--- config.mk ---
export PLATFORM = sky130hd
export DESIGN_NAME = usart_receiver
export DESIGN_NICKNAME = d
export VERILOG_FILES = /design/src/hdl/usart_rx_pkg.sv /design/src/hdl/usart_receiver.sv
export SDC_FILE = /design/constraint.sdc
export NUM_CORES = 1
export LEC_CHECK = 0
export BUFFER_PORTS_ARGS = -buffer_cell sky130_fd_sc_hd__buf_2
export CAP_MARGIN = 20
export CORE_MARGIN = 2
export CORE_UTILIZATION = 45
export DETAILED_ROUTE_END_ITERATION = 7
export GPL_TIMING_DRIVEN = 0
export HOLD_SLACK_MARGIN = 0.1
export PLACE_DENSITY = 0.67
export SKIP_LAST_GASP = 1
export SLEW_MARGIN = 15
export SYNTH_ARGS = -nofsm -noshare
export SYNTH_HDL_FRONTEND = slang
export SYNTH_SLANG_ARGS = --single-unit
--- constraint.sdc ---
create_clock -name aclk -period 5.2 [get_ports aclk]
set_input_delay 1.3 -clock aclk [delete_from_list [all_inputs] [get_ports aclk]]
set_output_delay 1.3 -clock aclk [all_outputs]
set_load 0.01 [all_outputs]
--- src/hdl/usart_rx_pkg.sv ---
// Constants, register map and types for the serial receive block
`default_nettype none
package usart_rx_pkg;
  localparam int ADDR_W = 12;
  // Register indexes; byte address is four times the index
  localparam logic [9:0] IDX_INTERRUPT_CONTROL = 10'h00b;
  localparam logic [9:0] IDX_PERIPHERAL_FLAGS_1 = 10'h00c;
  localparam logic [9:0] IDX_RECEIVE_STATUS_CONTROL = 10'h018;
  localparam logic [9:0] IDX_RECEIVE_DATA = 10'h01a;
  localparam logic [9:0] IDX_PERIPHERAL_ENABLES_1 = 10'h08c;
  localparam logic [9:0] IDX_TRANSMIT_STATUS_CONTROL = 10'h098;
  localparam logic [9:0] IDX_BAUD_DIVISOR = 10'h099;
  localparam logic [9:0] IDX_INT_STATUS = 10'h0a0;
  localparam logic [9:0] IDX_INT_CLEAR = 10'h0a1;
  localparam logic [9:0] IDX_INT_ENABLE = 10'h0a2;
  // Bit positions
  localparam int B_GIE = 7;
  localparam int B_PERIPHERAL_INTERRUPT_ENABLE = 6;
  localparam int B_RCFLAG = 5;
  localparam int B_RECEIVE_INTERRUPT_ENABLE = 5;
  localparam int B_SERIAL_PORT_ENABLE = 7;
  localparam int B_RX9 = 6;
  localparam int B_SINGLE_RECEIVE_ENABLE = 5;
  localparam int B_CONTINUOUS_RECEIVE_ENABLE = 4;
  localparam int B_FRAMING_ERROR = 2;
  localparam int B_OVERRUN_ERROR = 1;
  localparam int B_RECEIVED_NINTH_BIT = 0;
  localparam int B_CLOCK_SOURCE_MASTER = 7;
  localparam int B_SYNC = 4;
  localparam int B_TRANSMIT_SHIFT_EMPTY = 1;
  // Interrupt status layout
  localparam int INT_W = 3;
  localparam int INT_RX = 0;
  localparam int INT_OVR = 1;
  localparam int INT_FRM = 2;
  // Oversampling and bit counts
  localparam logic [3:0] OS_MID = 4'h7;
  localparam logic [3:0] OS_LAST = 4'hf;
  localparam logic [3:0] LAST_BIT_8 = 4'h7;
  localparam logic [3:0] LAST_BIT_9 = 4'h8;
  localparam logic [7:0] RST_BYTE = 8'h00;
  localparam logic [1:0] RESP_OKAY = 2'b00;
  localparam logic [1:0] RESP_SLVERR = 2'b10;
  typedef struct packed {
    logic framing_error;
    logic ninth;
    logic [7:0] data;
  } rx_word_t;
  typedef enum logic [1:0] {
    ST_IDLE = 2'b00,
    ST_START = 2'b01,
    ST_DATA = 2'b11,
    ST_STOP = 2'b10
  } rx_state_t;
endpackage : usart_rx_pkg
`default_nettype wire

--- src/hdl/usart_receiver.sv ---
// Serial receiver: async x16 recovery, sync master receive, two-deep FIFO, AXI4-Lite registers
// Function
// Async mode recovers bits with x16 oversampling; main shifter advances once per bit.
// Async reception runs only while continuous receive enable is set.
// After stop bit, shift word goes to FIFO if room; receive flag set.
// Receive flag read-only; clears when data read and FIFO empty.
// FIFO holds two words; a third may shift in meanwhile.
// Async: FIFO full at third stop bit sets overrun, word dropped.
// Overrun blocks FIFO transfers; cleared by clearing continuous enable.
// Async: stop bit sampled zero sets framing error.
// Framing error and ninth bit queue with each word; read advances them.
// Software reads status before data to keep ninth bit and error.
// Sync mode starts on single or continuous receive enable.
// Sync mode samples data pin at serial clock falling edge.
// Single enable receives one word; continuous receives until cleared.
// Both enables set behaves as continuous reception.
// Sync: FIFO full at third word's last bit sets overrun, word lost.
// Software programs divisor, mode bits, then single or continuous enable.
// Software clears errors by clearing continuous enable.
// Software sets global and peripheral interrupt enables for processor interrupts; irq here is not gated by either enable.
// Sync master drives serial clock from baud generator only while receiving.
`timescale 1ns/10ps
`default_nettype none
module usart_receiver
  import usart_rx_pkg::*;
#(
  parameter int FIFO_DEPTH = 2
) (
  input wire logic aclk,
  input wire logic aresetn,
  input wire logic [ADDR_W-1:0] awaddr,
  input wire logic awvalid,
  output logic awready,
  input wire logic [31:0] wdata,
  input wire logic [3:0] wstrb,
  input wire logic wvalid,
  output logic wready,
  output logic [1:0] bresp,
  output logic bvalid,
  input wire logic bready,
  input wire logic [ADDR_W-1:0] araddr,
  input wire logic arvalid,
  output logic arready,
  output logic [31:0] rdata,
  output logic [1:0] rresp,
  output logic rvalid,
  input wire logic rready,
  input wire logic receive_data_pin,
  output logic serial_clock_out,
  output logic serial_clock_oe,
  output logic irq
);
  localparam int PTR_W = (FIFO_DEPTH > 1) ? $clog2(FIFO_DEPTH) : 1;
  localparam int CNT_W = $clog2(FIFO_DEPTH + 1);
  localparam logic [CNT_W-1:0] CNT_FULL = CNT_W'(FIFO_DEPTH);
  localparam logic [PTR_W-1:0] PTR_LAST = PTR_W'(FIFO_DEPTH - 1);

  function automatic logic reg_hit(input logic [ADDR_W-1:0] addr, input logic [9:0] idx);
    reg_hit = (addr[ADDR_W-1:2] == idx[ADDR_W-3:0]) && (addr[1:0] == 2'b00);
  endfunction : reg_hit

  function automatic logic [PTR_W-1:0] ptr_inc(input logic [PTR_W-1:0] p);
    ptr_inc = (p == PTR_LAST) ? '0 : p + PTR_W'(1);
  endfunction : ptr_inc

  logic aw_have_reg, w_have_reg, awready_reg, wready_reg, bvalid_reg;
  logic arready_reg, rvalid_reg;
  logic [ADDR_W-1:0] aw_addr_reg;
  logic [7:0] w_data_reg;
  logic w_lane0_reg;
  logic [31:0] rdata_reg;
  logic [1:0] rresp_reg;
  logic gie_reg, peripheral_interrupt_enable_reg, serial_port_enable_reg, rx9_reg, single_receive_enable_reg, continuous_receive_enable_reg, receive_interrupt_enable_reg, clock_source_master_reg, sync_reg;
  logic [7:0] baud_reg, div_reg;
  logic [INT_W-1:0] int_status_reg, int_enable_reg;
  logic overrun_error_reg, irq_reg, rx_meta_reg, rx_s_reg;
  rx_state_t state_reg;
  logic [3:0] os_reg, bit_reg;
  logic [8:0] sh_reg;
  logic sclk_reg, sclk_oe_reg;
  rx_word_t fifo_mem [FIFO_DEPTH];
  logic [PTR_W-1:0] wr_ptr_reg, rd_ptr_reg;
  logic [CNT_W-1:0] cnt_reg;

  logic w_go, we, ar_hs, pop, tick, async_on, sync_on;
  logic async_stop, sync_fall, sync_last, word_done, full, push, ovr_evt, framing_error_evt;
  logic [3:0] last_bit;
  logic [8:0] new_sh, word_sh;
  rx_word_t push_word, head;
  logic [7:0] rd_byte;
  logic rd_ok;
  logic [INT_W-1:0] int_clr, int_evt;

  // Bus handshake decode
  assign w_go = aw_have_reg && w_have_reg && !bvalid_reg;
  assign we = w_go && w_lane0_reg;
  assign ar_hs = arvalid && arready_reg;
  assign pop = ar_hs && reg_hit(araddr, IDX_RECEIVE_DATA) && (cnt_reg != '0);

  // Write channels taken in either order, response after both
  always_ff @(posedge aclk) begin
    if (!aresetn) begin
      aw_have_reg <= 1'b0;
      w_have_reg <= 1'b0;
      awready_reg <= 1'b1;
      wready_reg <= 1'b1;
      bvalid_reg <= 1'b0;
      aw_addr_reg <= '0;
      w_data_reg <= RST_BYTE;
      w_lane0_reg <= 1'b0;
    end else begin
      if (awvalid && awready_reg) begin
        aw_have_reg <= 1'b1;
        awready_reg <= 1'b0;
        aw_addr_reg <= awaddr;
      end
      if (wvalid && wready_reg) begin
        w_have_reg <= 1'b1;
        wready_reg <= 1'b0;
        w_data_reg <= wdata[7:0];
        w_lane0_reg <= wstrb[0];
      end
      if (w_go) begin
        bvalid_reg <= 1'b1;
      end
      if (bvalid_reg && bready) begin
        bvalid_reg <= 1'b0;
        aw_have_reg <= 1'b0;
        w_have_reg <= 1'b0;
        awready_reg <= 1'b1;
        wready_reg <= 1'b1;
      end
    end
  end

  // Control registers; single enable self-clears after its word
  always_ff @(posedge aclk) begin
    if (!aresetn) begin
      {gie_reg, peripheral_interrupt_enable_reg, serial_port_enable_reg, rx9_reg, single_receive_enable_reg, continuous_receive_enable_reg} <= '0;
      {receive_interrupt_enable_reg, clock_source_master_reg, sync_reg} <= '0;
      baud_reg <= RST_BYTE;
      int_enable_reg <= '0;
    end else begin
      if (sync_last && !continuous_receive_enable_reg) begin
        single_receive_enable_reg <= 1'b0;
      end
      if (we && reg_hit(aw_addr_reg, IDX_INTERRUPT_CONTROL)) begin
        gie_reg <= w_data_reg[B_GIE];
        peripheral_interrupt_enable_reg <= w_data_reg[B_PERIPHERAL_INTERRUPT_ENABLE];
      end
      if (we && reg_hit(aw_addr_reg, IDX_RECEIVE_STATUS_CONTROL)) begin
        serial_port_enable_reg <= w_data_reg[B_SERIAL_PORT_ENABLE];
        rx9_reg <= w_data_reg[B_RX9];
        single_receive_enable_reg <= w_data_reg[B_SINGLE_RECEIVE_ENABLE];
        continuous_receive_enable_reg <= w_data_reg[B_CONTINUOUS_RECEIVE_ENABLE];
      end
      if (we && reg_hit(aw_addr_reg, IDX_PERIPHERAL_ENABLES_1)) begin
        receive_interrupt_enable_reg <= w_data_reg[B_RECEIVE_INTERRUPT_ENABLE];
      end
      if (we && reg_hit(aw_addr_reg, IDX_TRANSMIT_STATUS_CONTROL)) begin
        clock_source_master_reg <= w_data_reg[B_CLOCK_SOURCE_MASTER];
        sync_reg <= w_data_reg[B_SYNC];
      end
      if (we && reg_hit(aw_addr_reg, IDX_BAUD_DIVISOR)) begin
        baud_reg <= w_data_reg;
      end
      if (we && reg_hit(aw_addr_reg, IDX_INT_ENABLE)) begin
        int_enable_reg <= w_data_reg[INT_W-1:0];
      end
    end
  end

  // Read mux; status bits show the FIFO head word
  always_comb begin
    rd_byte = RST_BYTE;
    rd_ok = 1'b1;
    if (reg_hit(araddr, IDX_INTERRUPT_CONTROL)) begin
      rd_byte[B_GIE] = gie_reg;
      rd_byte[B_PERIPHERAL_INTERRUPT_ENABLE] = peripheral_interrupt_enable_reg;
    end else if (reg_hit(araddr, IDX_PERIPHERAL_FLAGS_1)) begin
      rd_byte[B_RCFLAG] = (cnt_reg != '0);
    end else if (reg_hit(araddr, IDX_RECEIVE_STATUS_CONTROL)) begin
      rd_byte[B_SERIAL_PORT_ENABLE] = serial_port_enable_reg;
      rd_byte[B_RX9] = rx9_reg;
      rd_byte[B_SINGLE_RECEIVE_ENABLE] = single_receive_enable_reg;
      rd_byte[B_CONTINUOUS_RECEIVE_ENABLE] = continuous_receive_enable_reg;
      rd_byte[B_FRAMING_ERROR] = (cnt_reg != '0) && head.framing_error;
      rd_byte[B_OVERRUN_ERROR] = overrun_error_reg;
      rd_byte[B_RECEIVED_NINTH_BIT] = (cnt_reg != '0) && head.ninth;
    end else if (reg_hit(araddr, IDX_RECEIVE_DATA)) begin
      rd_byte = (cnt_reg != '0) ? head.data : RST_BYTE;
    end else if (reg_hit(araddr, IDX_PERIPHERAL_ENABLES_1)) begin
      rd_byte[B_RECEIVE_INTERRUPT_ENABLE] = receive_interrupt_enable_reg;
    end else if (reg_hit(araddr, IDX_TRANSMIT_STATUS_CONTROL)) begin
      rd_byte[B_CLOCK_SOURCE_MASTER] = clock_source_master_reg;
      rd_byte[B_SYNC] = sync_reg;
      rd_byte[B_TRANSMIT_SHIFT_EMPTY] = 1'b1;
    end else if (reg_hit(araddr, IDX_BAUD_DIVISOR)) begin
      rd_byte = baud_reg;
    end else if (reg_hit(araddr, IDX_INT_STATUS)) begin
      rd_byte[INT_W-1:0] = int_status_reg;
    end else if (reg_hit(araddr, IDX_INT_ENABLE)) begin
      rd_byte[INT_W-1:0] = int_enable_reg;
    end else if (!reg_hit(araddr, IDX_INT_CLEAR)) begin
      rd_ok = 1'b0;
    end
  end

  // Read channel, one cycle answer
  always_ff @(posedge aclk) begin
    if (!aresetn) begin
      arready_reg <= 1'b1;
      rvalid_reg <= 1'b0;
      rdata_reg <= '0;
      rresp_reg <= RESP_OKAY;
    end else if (ar_hs) begin
      arready_reg <= 1'b0;
      rvalid_reg <= 1'b1;
      rdata_reg <= {24'h00_0000, rd_byte};
      rresp_reg <= rd_ok ? RESP_OKAY : RESP_SLVERR;
    end else if (rvalid_reg && rready) begin
      rvalid_reg <= 1'b0;
      arready_reg <= 1'b1;
    end
  end

  // Data pin synchroniser
  always_ff @(posedge aclk) begin
    if (!aresetn) begin
      rx_meta_reg <= 1'b1;
      rx_s_reg <= 1'b1;
    end else begin
      rx_meta_reg <= receive_data_pin;
      rx_s_reg <= rx_meta_reg;
    end
  end

  // Baud generator: tick every divisor+1 clocks
  always_ff @(posedge aclk) begin
    if (!aresetn || !serial_port_enable_reg || (div_reg == baud_reg)) begin
      div_reg <= RST_BYTE;
    end else begin
      div_reg <= div_reg + 8'h01;
    end
  end
  assign tick = serial_port_enable_reg && (div_reg == baud_reg);

  // Mode qualifiers and word completion
  assign async_on = serial_port_enable_reg && !sync_reg && continuous_receive_enable_reg;
  assign sync_on = serial_port_enable_reg && sync_reg && clock_source_master_reg && (single_receive_enable_reg || continuous_receive_enable_reg);
  assign last_bit = rx9_reg ? LAST_BIT_9 : LAST_BIT_8;
  assign new_sh = {rx_s_reg, sh_reg[8:1]};
  assign async_stop = (state_reg == ST_STOP) && tick && (os_reg == OS_LAST) && async_on;
  assign sync_fall = (state_reg == ST_DATA) && sync_reg && tick && sclk_reg;
  assign sync_last = sync_fall && (bit_reg == last_bit);
  assign word_done = async_stop || sync_last;
  assign word_sh = sync_last ? new_sh : sh_reg;
  assign framing_error_evt = async_stop && !rx_s_reg;
  assign push_word.framing_error = framing_error_evt;
  assign push_word.ninth = rx9_reg && word_sh[8];
  assign push_word.data = rx9_reg ? word_sh[7:0] : word_sh[8:1];
  assign full = (cnt_reg == CNT_FULL);
  assign push = word_done && !overrun_error_reg && !full;
  assign ovr_evt = word_done && !overrun_error_reg && full;

  // Receive state machine for both modes
  always_ff @(posedge aclk) begin
    if (!aresetn || !(async_on || sync_on)) begin
      state_reg <= ST_IDLE;
      os_reg <= '0;
      bit_reg <= '0;
      sh_reg <= '0;
      sclk_reg <= 1'b0;
      sclk_oe_reg <= 1'b0;
    end else begin
      unique case (state_reg)
        ST_IDLE: begin
          if (sync_on) begin
            state_reg <= ST_DATA;
            bit_reg <= '0;
            sclk_reg <= 1'b0;
            sclk_oe_reg <= 1'b1;
          end else if (tick && !rx_s_reg) begin
            state_reg <= ST_START;
            os_reg <= '0;
          end
        end
        ST_START: begin
          if (tick) begin
            os_reg <= os_reg + 4'h1;
            if (os_reg == OS_MID) begin
              os_reg <= '0;
              bit_reg <= '0;
              state_reg <= rx_s_reg ? ST_IDLE : ST_DATA;
            end
          end
        end
        ST_DATA: begin
          if (sync_reg && tick) begin
            sclk_reg <= !sclk_reg;
            if (sclk_reg) begin
              sh_reg <= new_sh;
              bit_reg <= bit_reg + 4'h1;
              if (bit_reg == last_bit) begin
                bit_reg <= '0;
                if (!continuous_receive_enable_reg) begin
                  state_reg <= ST_IDLE;
                  sclk_oe_reg <= 1'b0;
                end
              end
            end
          end else if (!sync_reg && tick) begin
            os_reg <= os_reg + 4'h1;
            if (os_reg == OS_LAST) begin
              sh_reg <= new_sh;
              bit_reg <= bit_reg + 4'h1;
              if (bit_reg == last_bit) begin
                state_reg <= ST_STOP;
              end
            end
          end
        end
        ST_STOP: begin
          if (tick) begin
            os_reg <= os_reg + 4'h1;
            if (os_reg == OS_LAST) begin
              state_reg <= ST_IDLE;
            end
          end
        end
      endcase
    end
  end

  // Overrun flag; cleared by dropping continuous enable
  always_ff @(posedge aclk) begin
    if (!aresetn) begin
      overrun_error_reg <= 1'b0;
    end else if (ovr_evt) begin
      overrun_error_reg <= 1'b1;
    end else if (!continuous_receive_enable_reg) begin
      overrun_error_reg <= 1'b0;
    end
  end

  // Two-deep receive FIFO with queued status
  assign head = fifo_mem[rd_ptr_reg];
  always_ff @(posedge aclk) begin
    if (!aresetn) begin
      wr_ptr_reg <= '0;
      rd_ptr_reg <= '0;
      cnt_reg <= '0;
    end else begin
      if (push) begin
        fifo_mem[wr_ptr_reg] <= push_word;
        wr_ptr_reg <= ptr_inc(wr_ptr_reg);
      end
      if (pop) begin
        rd_ptr_reg <= ptr_inc(rd_ptr_reg);
      end
      cnt_reg <= cnt_reg + CNT_W'(push) - CNT_W'(pop);
    end
  end

  // Sticky interrupt status, set wins over clear
  assign int_clr = (we && reg_hit(aw_addr_reg, IDX_INT_CLEAR)) ? w_data_reg[INT_W-1:0] : '0;
  always_comb begin
    int_evt = '0;
    int_evt[INT_RX] = push;
    int_evt[INT_OVR] = ovr_evt;
    int_evt[INT_FRM] = framing_error_evt;
  end
  always_ff @(posedge aclk) begin
    if (!aresetn) begin
      int_status_reg <= '0;
      irq_reg <= 1'b0;
    end else begin
      int_status_reg <= (int_status_reg & ~int_clr) | int_evt;
      irq_reg <= (|(int_status_reg & int_enable_reg)) || ((cnt_reg != '0) && receive_interrupt_enable_reg);
    end
  end

  assign awready = awready_reg;
  assign wready = wready_reg;
  assign bresp = RESP_OKAY;
  assign bvalid = bvalid_reg;
  assign arready = arready_reg;
  assign rdata = rdata_reg;
  assign rresp = rresp_reg;
  assign rvalid = rvalid_reg;
  assign serial_clock_out = sclk_reg;
  assign serial_clock_oe = sclk_oe_reg;
  assign irq = irq_reg;
endmodule : usart_receiver
`default_nettype wire

Word-level counts from Yosys, hierarchy flattened
Memory sizes are Yosys's and may differ from the RTL's. A register that Yosys moved wholly into a read port is not among the register bits.
Index checks and enable logic that the tools add are counted.
{"block": "word_totals", "mem_count": 1, "output_inout_bits": 44, "ff_bits": 98, "mem_bits_rw": 20, "inputBits": 68, "elab_cells": 295}
{"name": "fifo_mem", "words": 2, "width": 10, "read_ports": 1, "rd_ports_with_merged_regs": 1, "write_ports": 1, "line_no": "usart_receiver.sv:81", "source": "rx_word_t fifo_mem [FIFO_DEPTH];"}
{"block": "op_classes", "n_bitwise": 5, "add_sub_neg": 7, "n_eq_ne": 47, "muxes": 103, "n_reduce_logical": 94}
{"operator": "$eq A10 B8 Y1 const B", "count": 11}
{"operator": "$mux W4", "count": 17}
{"operator": "$logic_and A1 B1 Y1", "count": 59}
{"operator": "$mux W5", "count": 9}
{"operator": "$mux W9", "count": 5}
{"operator": "$mux W2", "count": 20}
{"operator": "$mux W1", "count": 38}
{"operator": "$eq A10 B4 Y1 const B", "count": 3}
{"operator": "$eq A10 B5 Y1 const B", "count": 3}
{"operator": "$mux W8", "count": 3}
{"operator": "$ne A2 B2 Y1 const B", "count": 10}
{"operator": "$pmux W4 S4", "count": 1}
{"operator": "$mux W3", "count": 5}
{"operator": "$ne A3 B3 Y1 const B", "count": 5}
{"operator": "$pmux W4 S3", "count": 1}
{"operator": "$reduce_and A6 Y1", "count": 2}
{"operator": "$reduce_bool A2 Y1", "count": 6}
{"operator": "$reduce_and A11 Y1", "count": 1}
{"operator": "$logic_not A1 Y1", "count": 10}
{"operator": "$ne A2 B1 Y1 const B", "count": 5}
{"operator": "$add A4 B1 Y4 const B", "count": 2}
{"operator": "$add A8 B1 Y8 const B", "count": 1}
{"operator": "$eq A8 B8 Y1", "count": 1}
{"operator": "$pmux W2 S4", "count": 1}
{"operator": "other kinds (24)", "count": 37}

Logic depth before layout (Yosys ltp)
{"block": "depth", "depth_word": 15, "mapped_depth": 13, "mapped_depth_nobuf": 11}

Worst setup path after synthesis
Ideal clock, no wire load.
{"block": "synth_path", "kind": "input-to-reg", "from": "in araddr[11]", "to": "reg cnt_reg[1]", "slack_ps": 1584, "arrival_time_ps": 3501, "setup_ps": 115, "path_buffers": 2, "required_ps": 5085, "stages": 11, "path_cell_list": "or4_1 -> buf_2 -> or3_1 -> buf_6 -> nor3_1 -> ha_1 -> inv_1 -> ha_1 -> xnor2_1 -> xnor2_1 -> and2_1"}
{"block": "synth_via", "elab_chain_len": 5}
{"element": "from (decl)", "line_no": "usart_receiver.sv:41", "source": "input wire logic [ADDR_W-1:0] araddr,"}
{"element": "$eq A10 B5 Y1", "line_no": "usart_receiver.sv:59", "source": "reg_hit = (addr[ADDR_W-1:2] == idx[ADDR_W-3:0]) && (addr[1:0] == 2'b00);"}
{"element": "$logic_and A1 B1 Y1", "line_no": "usart_receiver.sv:59"}
{"element": "$logic_and A1 B1 Y1 (2 in a row)", "line_no": "usart_receiver.sv:98", "source": "assign pop = ar_hs && reg_hit(araddr, IDX_RECEIVE_DATA) && (cnt_reg != '0);"}
{"element": "via pop", "line_no": "usart_receiver.sv:85", "source": "logic w_go, we, ar_hs, pop, tick, async_on, sync_on;"}
{"element": "$sub A2 B1 Y2", "line_no": "usart_receiver.sv:361", "source": "cnt_reg <= cnt_reg + CNT_W'(push) - CNT_W'(pop);"}
{"element": "to (signal assigned)", "line_no": "usart_receiver.sv:361"}
{"element": "to (decl)", "line_no": "usart_receiver.sv:83", "source": "logic [CNT_W-1:0] cnt_reg;"}
The timed path passes the listed nets, and every way through them passes these cells.
A chain may end at the register's enable or synchronous reset.

Final worst setup path
Ends and elaborated chain as after synthesis.

==> summary.txt <==
Finish
  • Layout cell share with drive strength beyond 1: 18.3%
  • Cell Count, Final, Fillers Out: 941
  • Synth-to-Final Area Change: 20.2%
  • Diode count: 0
  • FF+latch area: 2560 um2
  • Max reg flops: 20
  • Multi-input gate area: 3190 um2
  • Filler Cells Inserted: 1195
  • Layout Nets: 825

Yosys
  • Syn avg cell area: 9.29 um2
  • Post-Syn Area: 6030 um2
  • Post-synth top cells: dfxtp_1 (98), nand2_1 (76), mux2i_1 (51), nor2b_1 (28)
  • Synth area leader: dfxtp_1
  • Number of synthesized register bits: 118
  • EDFF count, synth: 20
  • Combinational family with the most area after synthesis: simple AND/OR/NAND/NOR gates
  • Count leader, synth: dfxtp_1
  • Post-Synth XOR/XNOR Area: 2.76%
  • Yosys warning total: 0
  • Post-synthesis mux area share: 9.96%
  • Primary FF master, synth: dfxtp_1
  • Adder-cell area share of the yosys netlist: 1.04%
  • Synthesized instance count: 649
  • Synth cell types: 65
  • FFs w/ async S/R, synth: 0%
  • Synth area leaders: dfxtp_1 (33%), edfxtp_1 (10%), mux2i_1 (8.5%), nand2_1 (4.7%), a21boi_0 (3.4%)
  • Seq/Total Area, Yosys: 42.5%
  • Post-synthesis simple-gate area fraction: 23.0%
  • Area share of the largest cell type after synthesis: 32.5%
  • Complex-gate fraction of the synthesized area: 14.4%

Setup path
  • Worst reg2reg setup slack: 2.13 ns
  • Crit path cell chain: buf_2 > or4_1 > buf_2 > or3_1 > buf_6 > nor3_1 > ha_1 > inv_1 > ha_1 > xnor2_1 > xnor2_1 > and2_1
  • Worst reg2reg endpoint: cnt_reg[1]
  • Reg-to-reg startpoint: baud_reg[6]
  • Crit-path max FO: 10
  • CP peak stage delay: 0.51 ns
  • Worst r2r path cells: 13
  • Critical path launch point type: input port
  • Worst EP required: 5.50 ns
  • CP Capture Type: flip-flop
  • Setup CP Type: input port to flip-flop
  • CP max-delay cell: or4_1
  • Crit path DAT: 3.82 ns

Floorplan
  • IO Pins: 112
  • Die area: 14300 um2
  • FP Rows: 42
  • Initial core utilization: 45.9%
  • Vert. Die Dim: 120 um
  • Die W: 120 um
  • Core ar.: 13100 um2

Timing
  • Period utilization: 67.6%
  • Final setup viols: 0
  • Slew Viols, Final: 0
  • Worst Tran Pin Value: 1.01 ns
  • Clock skew: 0.00647 ns
  • Setup_tns: 0 ns
  • Fin. Hold Viols: 0
  • Unrepaired setup endpoints after global routing: false
  • Final min period: 3.52 ns
  • Fmax: 0.284 GHz
  • Worst slew margin: 32.2%

Detailed routing
  • Via count: 5129
  • Initial DRT Pass Iterations: 5
  • Wire length per cell: 16.0 um
  • Vias per cell: 5.45
  • Drt drc: 0
  • Post-route ant nets: 0
  • Final WL: 15.1 mm
  • Initial drt markers: 383

Clock tree
  • CTS sink cnt: 118
  • Hold_buf cts: 0
  • Clock transition at the registers of the reported paths: 0.05 ns
  • Post-cts resize count: 0
  • Clock tree root driver cell: clkbuf_16
  • Longest Clk Path Bufs: 2
  • H-Tree Depth: 4
  • Setup Buffers After CTS: 0
  • Inserted Clock Buffers: 17
  • CTS tree: done
  • Worst-Skew Late Latency: 0.41 ns

Global route
  • All-layer global routing usage: 21.9%
  • Vias in the first global route: 4865
  • First-pass GRT wire length: 24.5 mm
  • Largest net degree at the start of global routing: 17
  • Initial antenna violation count: 0
  • Grt ovf: 0

Place
  • DP Cell Count: 908
  • Routability congestion estimate: 0.931
  • Final HPWL DP: 11.5 mm
  • # port buffers: 57

Worst hold path
  • Hold crit path type: flip-flop to flip-flop
  • Hold endpoint: rx_s_reg
  • HP Start: rx_meta_reg
  • Hold Path Depth: 1

Power and ir drop
  • Int Power: 1780 uW
  • Clock power frac: 52.3%
  • Leakage power: 0.00285 uW
  • Logic pwr share: 5.4%
  • Pwr dens: 313 nW/um2
  • Seq pwr share: 42.3%
  • Switching Fraction: 21.4%
  • Psw: 485 uW
  • Peak VDD IR: 173 uV

Run
  • # Max-Cap Violations: 0

Run status
  • Outcome: complete, no violations
==> cell usage in the layout (no fill, tap or decap), types with 23 or more instances in the layout <==
cell | synthesis | final
dfxtp_1 | 98 | 98
nand2_1 | 76 | 76
buf_2 | 5 | 63
mux2i_1 | 51 | 51
nor2b_1 | 28 | 28
a21boi_0 | 27 | 27
buf_4 | 27 | 27
conb_1 | 1 | 27
clkbuf_1 | 22 | 25
o21ai_0 | 24 | 24
nor2_1 | 23 | 23
==> through the flow <==
stage               util (%)  hold slack [ns]  area [um2]  worst slack [ns]  total power [uW]
floorplan                  -            0.386        6130              1.58              1050
global placement        50.5            0.422        6630              1.35              1100
detailed placement      50.5            0.419        6630              1.28              1100
CTS                     55.1            0.431        7240              1.68              2280
global route            55.1            0.443        7240              1.55              2350
finish                  55.1            0.419        7240              1.68              2270
==> worst max-delay path: cells and delay by family <==
kind / cells / cell delay (ns)
XOR/XNOR: 2 / 0.21
AND/OR/NAND/NOR: 4 / 1.36
buffers and inverters: 4 / 0.48
adder cells (fa/ha/maj): 2 / 0.46
==> how the worst max path moves through the flow <==
stage / end / cells after the start / from
final: cnt_reg[1] / 12 / araddr[11]
after global placement: cnt_reg[1] / 12 / araddr[11]
after global routing: cnt_reg[1] / 12 / araddr[11]
after detailed placement: cnt_reg[1] / 12 / araddr[11]
after floorplan: cnt_reg[1] / 11 / araddr[11]
after CTS: cnt_reg[1] / 12 / araddr[11]
==> power groups by stage <==
stage	Clock [uW]	Combinational (uW)	Sequential, uW
after floorplan	0	77.7	975
after global placement	0	121	976
after detailed placement	0	123	977
after CTS	1200	123	958
after global routing	1250	137	960
final	1190	123	958
==> kinds of logic (layout without fill, tap and decap cells) <==
kind of cell | after synthesis | count (layout)
xor+xnor | 19 | 19
flops | 118 | 118
mux | 59 | 59
other cells | 1 | 27
compound gates | 124 | 124
simple gates | 253 | 253
fa+ha+maj | 5 | 5
buf+inv | 70 | 160
==> routing by layer <==
| layer | GRT usage (%) | vias to the layer above | wire length (um) |
|---|---|---|---|
| met5 | 0 | - | 0 |
| met3 | 4.85 | 22 | 920 |
| li1 | - | 2519 | - |
| met1 | 28.0 | 2396 | 6740 |
| met4 | 8.53 | 0 | 308 |
| met2 | 35.9 | 192 | 7110 |
==> area by class of cell <==
class | instances | share of cell area, %
sequential | 118 | 35.4
timing repair buffer | 58 | 4.01
multi-input combinational | 487 | 44.0
buffer | 56 | 4.49
clock buffer | 25 | 7.13
inverter | 14 | 0.725
tap | 176 | 3.04
clock inverter | 7 | 1.26
Power figures use the tool's default switching activity.
